File: config.mk
export PLATFORM = sky130hd
export DESIGN_NAME = cpsr_regs
export DESIGN_NICKNAME = d
export VERILOG_FILES = /design/src/common/cpsr_pkg.sv /design/src/cpsr_frame_div.sv /design/src/cpsr_list_mem.sv /design/src/cpsr_regs.sv
export VERILOG_INCLUDE_DIRS = /design/src /design/src/common
export SDC_FILE = /design/constraint.sdc
export NUM_CORES = 1
export LEC_CHECK = 0
export BUFFER_PORTS_ARGS = -buffer_cell sky130_fd_sc_hd__buf_2
export CAP_MARGIN = 20
export CORE_MARGIN = 2
export CORE_UTILIZATION = 35
export DETAILED_ROUTE_END_ITERATION = 6
export GPL_TIMING_DRIVEN = 0
export PLACE_DENSITY_LB_ADDON = 0.2
export REMOVE_ABC_BUFFERS = 1
export SYNTH_ARGS = -nofsm -noshare
export SYNTH_HDL_FRONTEND = slang
export SYNTH_SLANG_ARGS = --single-unit
File: constraint.sdc
create_clock -name CORE_CLK_IN -period 2.4 [get_ports CORE_CLK_IN]
set_input_delay 0.36 -clock CORE_CLK_IN [delete_from_list [all_inputs] [get_ports CORE_CLK_IN]]
set_output_delay 0.36 -clock CORE_CLK_IN [all_outputs]
set_load 0.1 [all_outputs]
File: src/common/cpsr_consts.svh
// Offsets, field positions, reset values and timing counts of the protection status bank
`ifndef CPSR_CONSTS_SVH
`define CPSR_CONSTS_SVH
`define CPSR_OFS_CAPS        8'hA0
`define CPSR_OFS_TOPO_LO     8'hA1
`define CPSR_OFS_TOPO_HI     8'hA2
`define CPSR_OFS_KSV_PORT    8'hA3
`define CPSR_OFS_DEBUG       8'hC0
`define CPSR_CAPS_RESET      8'h13
`define CPSR_DEBUG_RESET     8'h00
`define CPSR_CAPS_MASK       8'h73
`define CPSR_DEBUG_MASK      8'h0F
`define CPSR_CAPS_REPEATER   6
`define CPSR_CAPS_LIST_RDY   5
`define CPSR_CAPS_FAST_BUS   4
`define CPSR_CAPS_FEATURES   1
`define CPSR_CAPS_REAUTH     0
`define CPSR_TOPO_MAXDEV     7
`define CPSR_TOPO_MAXCAS     3
`define CPSR_DBG_CHKSUM      3
`define CPSR_DBG_FAST_LINK_VERIFY     2
`define CPSR_DBG_TMR_SPEED   1
`define CPSR_DBG_MST_FAST    0
`define CPSR_FINE_FAST       8'h02
`define CPSR_COARSE_FAST     8'h10
`define CPSR_FINE_SLOW       8'h10
`define CPSR_COARSE_SLOW     8'h80
`define CPSR_LIST_DEPTH      128
`define CPSR_LIST_AW         7
`endif

File: src/common/cpsr_pkg.sv
// Types of the protection status bank
package cpsr_pkg;
   typedef logic [7:0] cpsr_byte_t;
   typedef logic [6:0] cpsr_lidx_t;
endpackage

File: src/cpsr_frame_div.sv
// Frame divider giving fine and coarse link check pulses
`timescale 1ns/1ps
`include "cpsr_consts.svh"
module cpsr_frame_div
   import cpsr_pkg::*;
(
   input  wire logic clk_in,
   input  wire logic rst_n_in,
   input  wire logic frame_in,
   input  wire logic fast_in,
   output logic      fine_out,
   output logic      coarse_out
);
   logic [7:0] cnt_ff;
   wire  [7:0] nxt_cnt  = cnt_ff + 8'h01;
   wire  [7:0] fine_p   = fast_in ? `CPSR_FINE_FAST : `CPSR_FINE_SLOW;
   wire  [7:0] coarse_p = fast_in ? `CPSR_COARSE_FAST : `CPSR_COARSE_SLOW;
   wire        wrap     = frame_in && (nxt_cnt >= coarse_p);
   always_ff @(posedge clk_in) begin
      if (!rst_n_in) begin
         cnt_ff     <= 8'h00;
         fine_out   <= 1'b0;
         coarse_out <= 1'b0;
      end else begin
         fine_out   <= frame_in && ((nxt_cnt & (fine_p - 8'h01)) == 8'h00);
         coarse_out <= wrap;
         if (frame_in) begin
            cnt_ff <= wrap ? 8'h00 : nxt_cnt;
         end
      end
   end
endmodule

File: src/cpsr_list_mem.sv
// Key-vector list storage with registered read data
`timescale 1ns/1ps
`include "cpsr_consts.svh"
module cpsr_list_mem
   import cpsr_pkg::*;
(
   input  wire logic              clk_in,
   input  wire logic              we_in,
   input  wire cpsr_pkg::cpsr_lidx_t waddr_in,
   input  wire cpsr_pkg::cpsr_byte_t wdata_in,
   input  wire cpsr_pkg::cpsr_lidx_t raddr_in,
   output      cpsr_pkg::cpsr_byte_t rdata_out
);
   cpsr_byte_t mem [0:`CPSR_LIST_DEPTH-1];
   always_ff @(posedge clk_in) begin
      if (we_in) begin
         mem[waddr_in] <= wdata_in;
      end
      rdata_out <= mem[raddr_in];
   end
endmodule

File: src/cpsr_regs.sv
// Content protection receiver status and debug register bank
// Summary of operation
// RULE1 - Bit6 repeater, valid after key ready
// RULE2 - Bit5 list ready and value computed
// RULE3 - Bit4 fast bus support, may be ignored
// RULE4 - Bit1 enhanced features supported
// RULE5 - Bit0 video accepted during reauthentication
// RULE6 - Topology low bit7 too many devices
// RULE7 - Bits6:0 downstream device count
// RULE8 - Topology high bit3 cascade over seven
// RULE9 - Bits2:0 cascade depth below repeater
// RULE10 - Each list port read returns next byte
// RULE11 - Debug bit3 enables per-line colour checksums
// RULE12 - Fast verify: fine 2, coarse 16 frames
// RULE13 - Slow verify: fine 16, coarse 128 frames
// RULE14 - Debug bit1 speeds authentication timers
// RULE15 - Debug bit0 selects master fast timing
// RULE16 - Fast timing mirrored in indirect status
// RULE17 - Reserved bits read zero, ignore writes
`timescale 1ns/1ps
`include "cpsr_consts.svh"
module cpsr_regs
   import cpsr_pkg::*;
(
   input  wire logic                 CORE_CLK_IN,
   input  wire logic                 RSTN_IN,
   input  wire cpsr_pkg::cpsr_byte_t REG_ADDR_IN,
   input  wire cpsr_pkg::cpsr_byte_t REG_WDATA_IN,
   input  wire logic                 REG_WR_IN,
   input  wire logic                 REG_RD_IN,
   output      cpsr_pkg::cpsr_byte_t REG_RDATA_OUT,
   input  wire logic                 RX_CAPS_VALID_IN,
   input  wire cpsr_pkg::cpsr_byte_t RX_CAPS_IN,
   input  wire cpsr_pkg::cpsr_byte_t RX_TOPO_LO_IN,
   input  wire cpsr_pkg::cpsr_byte_t RX_TOPO_HI_IN,
   input  wire logic                 KEY_READY_IN,
   input  wire logic                 LIST_WR_IN,
   input  wire cpsr_pkg::cpsr_byte_t LIST_WDATA_IN,
   input  wire logic                 LIST_CLEAR_IN,
   input  wire logic                 FRAME_IN,
   output logic                      LINE_CHECKSUM_EN_OUT,
   output logic                      AUTH_TIMER_SPEEDUP_OUT,
   output logic                      MASTER_FAST_TIMING_OUT,
   output logic                      INDIRECT_STATUS_REGISTER_FAST_OUT,
   output logic                      REPEATER_VALID_OUT,
   output logic                      FINE_CHECK_OUT,
   output logic                      COARSE_CHECK_OUT
);
   import cpsr_pkg::*;

   cpsr_byte_t caps_ff, topo_lo_ff, topo_hi_ff, debug_ff, rdata_ff;
   cpsr_lidx_t wptr_ff, rptr_ff;
   logic       rd_list_ff;
   cpsr_byte_t list_rdata;

   function automatic logic addr_hit(input cpsr_byte_t addr, input cpsr_byte_t ofs);
      return addr == ofs;
   endfunction

   wire sel_caps  = addr_hit(REG_ADDR_IN, `CPSR_OFS_CAPS);
   wire sel_lo    = addr_hit(REG_ADDR_IN, `CPSR_OFS_TOPO_LO);
   wire sel_hi    = addr_hit(REG_ADDR_IN, `CPSR_OFS_TOPO_HI);
   wire sel_list  = addr_hit(REG_ADDR_IN, `CPSR_OFS_KSV_PORT);
   wire sel_dbg   = addr_hit(REG_ADDR_IN, `CPSR_OFS_DEBUG);
   // Empty list reads zero and leaves the pointer; a full list of 128 reads as empty
   wire list_empty = rptr_ff == wptr_ff;
   wire list_pop  = REG_RD_IN && sel_list && !list_empty; // [RULE10]
   wire dbg_wr    = REG_WR_IN && sel_dbg;
   wire cpsr_byte_t nxt_debug = REG_WDATA_IN & `CPSR_DEBUG_MASK; // [RULE17]
   wire cpsr_byte_t nxt_rdata =
      sel_caps ? caps_ff :
      sel_lo   ? topo_lo_ff :
      sel_hi   ? (topo_hi_ff & 8'h0F) : // [RULE8] [RULE9] [RULE17]
      sel_dbg  ? debug_ff : 8'h00;

   cpsr_list_mem u_mem (
      .clk_in    (CORE_CLK_IN),
      .we_in     (LIST_WR_IN),
      .waddr_in  (wptr_ff),
      .wdata_in  (LIST_WDATA_IN),
      .raddr_in  (rptr_ff),
      .rdata_out (list_rdata)
   );

   cpsr_frame_div u_div (
      .clk_in     (CORE_CLK_IN),
      .rst_n_in   (RSTN_IN),
      .frame_in   (FRAME_IN),
      .fast_in    (debug_ff[`CPSR_DBG_FAST_LINK_VERIFY]), // [RULE12] [RULE13]
      .fine_out   (FINE_CHECK_OUT),
      .coarse_out (COARSE_CHECK_OUT)
   );

   // Status mirrors from the downstream receiver
   always_ff @(posedge CORE_CLK_IN) begin
      if (!RSTN_IN) begin
         caps_ff    <= `CPSR_CAPS_RESET;
         topo_lo_ff <= 8'h00;
         topo_hi_ff <= 8'h00;
      end else if (RX_CAPS_VALID_IN) begin
         caps_ff    <= RX_CAPS_IN & `CPSR_CAPS_MASK; // [RULE1] [RULE2] [RULE3] [RULE4] [RULE5] [RULE17]
         topo_lo_ff <= RX_TOPO_LO_IN; // [RULE6] [RULE7]
         topo_hi_ff <= RX_TOPO_HI_IN & 8'h0F;
      end
   end

   always_ff @(posedge CORE_CLK_IN) begin
      if (!RSTN_IN) begin
         debug_ff <= `CPSR_DEBUG_RESET;
      end else if (dbg_wr) begin
         debug_ff <= nxt_debug;
      end
   end

   // List pointers; read pointer advances per port read of a non-empty list
   always_ff @(posedge CORE_CLK_IN) begin
      if (!RSTN_IN || LIST_CLEAR_IN) begin
         wptr_ff <= 7'h00;
         rptr_ff <= 7'h00;
      end else begin
         if (LIST_WR_IN) begin
            wptr_ff <= wptr_ff + 7'h01;
         end
         if (list_pop) begin
            rptr_ff <= rptr_ff + 7'h01; // [RULE10]
         end
      end
   end

   always_ff @(posedge CORE_CLK_IN) begin
      if (!RSTN_IN) begin
         rdata_ff   <= 8'h00;
         rd_list_ff <= 1'b0;
      end else begin
         rdata_ff   <= nxt_rdata;
         rd_list_ff <= list_pop;
      end
   end

   assign REG_RDATA_OUT          = rd_list_ff ? list_rdata : rdata_ff;
   assign LINE_CHECKSUM_EN_OUT   = debug_ff[`CPSR_DBG_CHKSUM]; // [RULE11]
   assign AUTH_TIMER_SPEEDUP_OUT = debug_ff[`CPSR_DBG_TMR_SPEED]; // [RULE14]
   assign MASTER_FAST_TIMING_OUT = debug_ff[`CPSR_DBG_MST_FAST]; // [RULE15]
   assign INDIRECT_STATUS_REGISTER_FAST_OUT       = debug_ff[`CPSR_DBG_MST_FAST]; // [RULE16]
   assign REPEATER_VALID_OUT     = KEY_READY_IN && caps_ff[`CPSR_CAPS_REPEATER]; // [RULE1]

   logic [7:0] frm_cnt;
   always_ff @(posedge CORE_CLK_IN) begin
      if (!RSTN_IN || COARSE_CHECK_OUT) begin
         frm_cnt <= 8'h00;
      end else if (FRAME_IN) begin
         frm_cnt <= frm_cnt + 8'h01;
      end
   end

   // Frames since the last fine pulse; restarts when the rate is changed
   logic [7:0] fine_cnt_ff;
   wire        lv_change = dbg_wr && (nxt_debug[`CPSR_DBG_FAST_LINK_VERIFY] != debug_ff[`CPSR_DBG_FAST_LINK_VERIFY]);
   always_ff @(posedge CORE_CLK_IN) begin
      if (!RSTN_IN || FINE_CHECK_OUT || lv_change) begin
         fine_cnt_ff <= 8'h00;
      end else if (FRAME_IN) begin
         fine_cnt_ff <= fine_cnt_ff + 8'h01;
      end
   end

   wire unmapped = !(sel_caps || sel_lo || sel_hi || sel_list || sel_dbg);
endmodule
==> impl_metrics.csv, run 1 <==
group,metric,value,unit
sta,fin_crit_sh,1.07,
yosys,synth_top_family_by_area,"multiplexers",
sta,worst_pin_slew,879,ps
yosys,synth_top_cells_by_count,"edfxtp_1 (1024), mux4_2 (193), mux2i_1 (164)",
finish,drive_above_1_share,0.354,
die,die_height,354,um
pwr,totalPowerFinal,39.4,mW
detailed_routing,wl,117000,um
yosys,avgSynthCellArea,19.4,um2
run_status,violations,"setup timing",
detailed_routing,drt_first_iter_violations,2134,
worst_setup_path,critPathBufInv,3,
yosys,synth_warnings,0,
pwr,ir_drop,0.000582,V
sta,rsz0062_at_grt,"yes",
yosys,ys_ff_latch,1086,
worst_setup_path,crit_path_start,"rptr_ff[1]",
worst_setup_path,critPathMaxFanout,15,
worst_setup_path,worstSetupPathDepth,8,
worst_setup_path,critPathKind,"flop to flop",
sta,clock_skew,17.4,ps
pwr,power.leakage,16.0,nW
worst_setup_path,r2r_slack,-160,ps
detailed_routing,wire_per_inst,28.0,um
yosys,synthDistinctLibCells,75,
yosys,ys_async_sr_fraction,0,
detailed_routing,antenna_left,0,
worst_setup_path,cp_common_cell,"buf_16",
clock_tree,cts_max_path_buffers,3,
place,dp.cells,3814,
finish,fin_cells,4179,
worst_setup_path,cp_slowest_cell,"nor4_2",
yosys,synth_xor_area_frac,0.00368,
yosys,yosys.area.top_type,"edfxtp_1",
yosys,synth_edf_count,1024,
yosys,yosys.area.top_type_share,0.717,
job,max_cap_violations,0,
worst_setup_path,cp-end-kind,"flop",
yosys,ys_seq_area_frac,0.746,
worst_setup_path,critPathTopFamily,"compound AO/OA/AOI/OAI gates",
sta,maxSlewViolCount,0,
worst_setup_path,crit_chain,"buf_16 -> buf_16 -> buf_4 -> nand3_4 -> o22ai_1 -> a2111oi_4 -> nor4_2 -> o32a_1",
worst_hold_path,hp-class,"input port to flop",
place,routabilityCongestion,0.797,
clock_tree,htreeDepth,3,
global_routing,grt_usage,0.184,
run_status,outcome,"finished, violations left",
place,numPortBuffers,60,
die,start_util,0.352,
sta,max_freq,390,MHz
clock_tree,clk_latency,690,ps
sta,min_period,2560,ps
worst_setup_path,timing.rr.start,"rptr_ff[1]",
finish,nFillCells,10500,
detailed_routing,via_per_inst,5.43,
sta,hold_violations,0,
global_routing,grt_pass1_wl,167000,um
worst_setup_path,cpPeakStageDelay,520,ps
yosys,yosys_most_used_dff,"edfxtp_1",
detailed_routing,vias,22700,
clock_tree,clk_pin_slew,60,ps
yosys,ys_top_cells_by_area,"edfxtp_1 (72%), mux4_2 (10%), mux2i_1 (3.8%), dfxtp_1 (2.9%), nor2_1 (1.3%)",
die,io_pins,72,
clock_tree,root_buffer,"clkbuf_16",
yosys,yosys.area_share.adder,0.00175,
worst_setup_path,crit_required,3030,ps
yosys,synth_compound_area_frac,0.0384,
sta,hold_slack,26.1,ps
yosys,synth_area,42900,um2
clock_tree,cts_tree,"yes",
finish,final_nets,2520,
finish,antenna-diode-count,0,
yosys,synth_cells,2215,
place,hpwl,67000,um
worst_setup_path,crit_path_end,"u_mem.rdata_out[6]",
die,placement_rows,128,
global_routing,antenna_found_initial,3,
global_routing,grt_overflow_total,0,
sta,setup_violations,8,
clock_tree,cts_sinks,1086,
place,dpl_worst_slack,-1810,ps
detailed_routing,drt_pass1_iterations,5,
die,core_area,122000,um2
die,chipWidth,354,um
sta,slew_headroom,0.414,
worst_setup_path,reg2reg_depth,8,
yosys,muxShareOfSynthArea,0.148,
worst_setup_path,cp.arrival,3190,ps
sta,fin_setup_tns,-1010,ps
pwr,p_per_area,741,nW/um2
sta,setup_ws,-163,ps
clock_tree,cts_made_buffers,111,
global_routing,grt_max_degree,90,
worst_setup_path,timing.rr.end,"u_mem.rdata_out[6]",
detailed_routing,drc,0,
global_routing,first_global_vias,23000,
yosys,yosysMostFrequentCell,"edfxtp_1",
yosys,yosys.area_share.simple,0.0429,
finish,area_growth,23.9,%
die,dieArea,125000,um2
worst_setup_path,cp-start-kind,"flop",
power by group:
group          total [mW]  internal, mW  leakage, nW  switching, mW
sequential           20.8          20.7         9.72         0.0344
combinational       0.673         0.185         4.43          0.488
clock                17.9          10.7         1.85           7.30
total                39.4          31.6         16.0           7.82
worst min path at each step:
stage | from | to | slack [ps] | cells after the start
after floorplan | RSTN_IN | caps_ff[0] | 420 | 1
after global placement | caps_ff[1] | caps_ff[1] | 470 | 2
after detailed placement | caps_ff[4] | caps_ff[4] | 470 | 2
after CTS | RX_CAPS_IN[5] | caps_ff[5] | 2 | 3
after global routing | RX_CAPS_IN[5] | caps_ff[5] | 30 | 3
final | RX_CAPS_IN[5] | caps_ff[5] | 30 | 3
metal layers:
layer / global-route usage / wire (um)
met1: 0.257 / 51000
met2: 0.302 / 57000
met3: 0.0241 / 6310
met4: 0.0513 / 2730
met5: 0 / 12
kinds of logic (layout without fill, tap and decap cells):
logic type      count (synthesis)  count (layout)
xor+xnor                       18              18
compound gates                220             220
buf+inv                       135             474
fa+ha+maj                       6               6
simple gates                  371             371
flops                        1086            1086
mux                           379             379
cell usage in the layout (no fill, tap or decap), drive strengths merged, types with 8 or more instances in the layout:
master | synthesis | final
buf | 78 | 216
nand2 | 56 | 56
a22o | 9 | 9
o22ai | 31 | 31
mux2 | 15 | 15
and2 | 9 | 9
o221ai | 14 | 14
edfxtp | 1024 | 1024
bufinv | 0 | 17
nand3 | 34 | 34
a211oi | 10 | 10
dlygate4sd3 | 0 | 26
nand2b | 8 | 8
xnor2 | 8 | 8
a22oi | 34 | 34
nand3b | 15 | 15
inv | 6 | 9
nor2 | 153 | 153
o21ai | 12 | 12
a2111oi | 12 | 12
clkbuf | 49 | 141
bufbuf | 0 | 12
mux2i | 164 | 164
mux4 | 200 | 200
a31oi | 10 | 10
clkinv | 2 | 51
o2111ai | 8 | 8
dfxtp | 62 | 62
a21oi | 30 | 30
xor2 | 10 | 10
nor2b | 33 | 33
nor3 | 19 | 19
layout make-up:
type / count / area, um2 / share of cell area
clock buffer: 139 / 3000 / 0.0564
clock inverter: 71 / 781 / 0.0147
inverter: 8 / 31.3 / 0.000589
multi-input combinational: 994 / 12000 / 0.225
sequential: 1086 / 32000 / 0.603
tap: 1625 / 2030 / 0.0383
timing repair buffer: 256 / 3290 / 0.0619
per-stage QoR:
step                cell area, um2  utilization
floorplan                    42100            -
finish                       53100        0.437
global placement             44400        0.365
detailed placement           45400        0.373
global route                 53100        0.437
CTS                          52000        0.427
tightest hold or removal path: stages:
cell and delay [ps]:
buf_2 130, mux2i_1 80, nor2b_1 100
state kept, by name (all words and copies together), names as in the netlist:
name and count:
rd_list_ff 1, debug_ff 4, topo_hi_ff 4, u_div.fine_out 1, rdata_ff 8, topo_lo_ff 8, caps_ff 5, rptr_ff 7
u_mem.mem 1024, wptr_ff 7, u_div.cnt_ff 8, u_div.coarse_out 1, u_mem.rdata_out 8
timing repair:
item | 4_1_cts | 5_1_grt
setup endpoints to repair | 1044 | 913
gates cloned | 18 | 2
pin swaps | 23 | 34
hold buffers | 26 | 0
gates resized for setup | 330 | 136
buffers inserted | 69 | 41
hold endpoints to repair | 21 | 0
No activity file was read; power rests on OpenSTA's default activity.
==> run 2, diff against run 1 <==
- CELL_PAD_IN_SITES_DETAIL_PLACEMENT: default -> 2
- CELL_PAD_IN_SITES_GLOBAL_PLACEMENT: default -> 2
- SKIP_CTS_REPAIR_TIMING: default -> 1
- SKIP_LAST_GASP: default -> 1
==> impl_metrics.csv, run 2 (synthesized netlist as in run 1, its figures left out) <==
group,metric,value,unit
sta,hold_slack,-7.48,ps
global_routing,antenna_found_initial,5,
die,die_height,354,um
detailed_routing,antenna_left,0,
detailed_routing,drc,0,
worst_setup_path,cp-start-kind,"flop",
worst_setup_path,cp-end-kind,"flop",
worst_setup_path,cp_common_cell,"buf_16",
worst_setup_path,reg2reg_depth,9,
finish,final_core_util,0.435,
sta,setup_ws,-390,ps
sta,fin_crit_sh,1.16,
global_routing,first_global_vias,23800,
clock_tree,clk_latency,720,ps
finish,final_nets,2545,
pwr,ir_drop,0.000565,V
sta,min_period,2790,ps
sta,rsz0062_at_grt,"yes",
worst_hold_path,hold_path_depth,3,
die,placement_rows,128,
die,dieArea,125000,um2
detailed_routing,via_per_inst,5.45,
clock_tree,cts_made_buffers,116,
detailed_routing,wl,132000,um
finish,final_cell_mix,"edfxtp_1 (1024), mux4_2 (195), mux2i_1 (144)",
place,dpl_cell_area,45400,um2
clock_tree,root_buffer,"clkbuf_16",
run_status,violations,"hold timing, setup timing",
finish,area_growth,23.3,%
clock_tree,cts_max_path_buffers,3,
clock_tree,cts_sinks,1086,
global_routing,grt_max_degree,92,
finish,antenna-diode-count,0,
detailed_routing,drt_pass1_iterations,6,
pwr,power.leakage,16.0,nW
sta,setup_violations,39,
pwr,p_per_area,737,nW/um2
worst_setup_path,cp.arrival,3370,ps
global_routing,grt_pass1_wl,174000,um
finish,nFillCells,11100,
detailed_routing,vias,22900,
die,io_pins,72,
global_routing,grt_overflow_total,0,
clock_tree,htreeDepth,3,
clock_tree,cts_tree,"yes",
worst_setup_path,crit_required,2980,ps
worst_setup_path,cp_slowest_cell,"mux4_2",
sta,maxSlewViolCount,0,
finish,top_register,"u_mem.mem",
worst_hold_path,hp-class,"input port to flop",
die,start_util,0.352,
finish,drive_above_1_share,0.351,
detailed_routing,wire_per_inst,31.3,um
worst_setup_path,crit_chain,"buf_16 -> buf_16 -> buf_16 -> buf_16 -> mux4_2 -> mux2i_4 -> o22a_1 -> o211ai_1 -> a2bb2oi_2",
sta,clock_skew,33.0,ps
place,dpl_worst_slack,-2250,ps
detailed_routing,drt_first_iter_violations,2092,
finish,final_cell_area,52900,um2
run_status,outcome,"finished, violations left",
worst_setup_path,critPathKind,"flop to flop",
die,chipWidth,354,um
place,numPortBuffers,60,
sta,slew_headroom,0.307,
global_routing,grt_usage,0.192,
clock_tree,clk_pin_slew,70,ps
die,core_area,122000,um2
job,max_cap_violations,0,
sta,max_freq,358,MHz
place,routabilityCongestion,0.753,
sta,hold_violations,1,
finish,final_common_cell,"edfxtp_1",
finish,largest_register_ffs,1024,
place,hpwl,75400,um
worst_setup_path,critPathMaxFanout,7,
sta,worst_pin_slew,1030,ps
pwr,totalPowerFinal,39.0,mW
worst_setup_path,cpPeakStageDelay,540,ps
## run 2: cell types whose count changed in the layout (fill, tap and decap cells not counted), moves of 7 or more
| cell | before | now |
|---|---|---|
| a22oi_1 | 24 | 31 |
| clkinv_1 | 26 | 19 |
| clkbuf_8 | 1 | 9 |
| a22oi_2 | 10 | 3 |
| bufinv_16 | 17 | 5 |
| buf_16 | 37 | 30 |
| bufbuf_16 | 12 | 0 |
| clkbuf_16 | 118 | 142 |
| buf_4 | 87 | 114 |
## run 2: final cells by class
type,instances,area (um2),area share
clock buffer,156,3230,0.0611
clock inverter,60,454,0.00858
inverter,8,37.5,0.000709
multi-input combinational,994,11800,0.223
sequential,1086,32000,0.606
tap,1625,2030,0.0384
timing repair buffer,276,3340,0.0631
## run 2: metal layers
layer | GRT usage | vias to the layer above | part of all wire
met1 | 0.264 | 12500 | 0.44
met4 | 0.0608 | 4 | 0.020
met3 | 0.0318 | 136 | 0.050
li1 | - | 9662 | -
met2 | 0.311 | 619 | 0.49
met5 | 0 | - | 0.00021
## run 2: power by group
part	switching [mW]	internal [mW]	total [mW]
clock network	7.56	9.96	17.5
logic	0.514	0.188	0.702
registers	0.0352	20.7	20.8
## run 2: final timing paths
kind                         to        startpoint  slack (ps)
max          u_mem.rdata_out[1]        rptr_ff[0]        -390
min               topo_lo_ff[4]  RX_TOPO_LO_IN[4]          -7
max reg2reg  u_mem.rdata_out[1]        rptr_ff[0]        -390
min reg2reg         rdata_ff[0]     topo_lo_ff[0]         470
## run 2: worst max-delay path: cells and delay by family (launching register included)
kind | cells | cell delay, ps
compound gates | 3 | 800
mux | 2 | 760
buf+inv | 4 | 600
flops | 1 | 440
## run 2: through the flow
step	std cells	TNS, ps
floorplan	2088	-129270
global placement	3773	-1696020
detailed placement	3809	-746100
CTS	4025	-762060
global route	4205	-13880
finish	4205	-6020
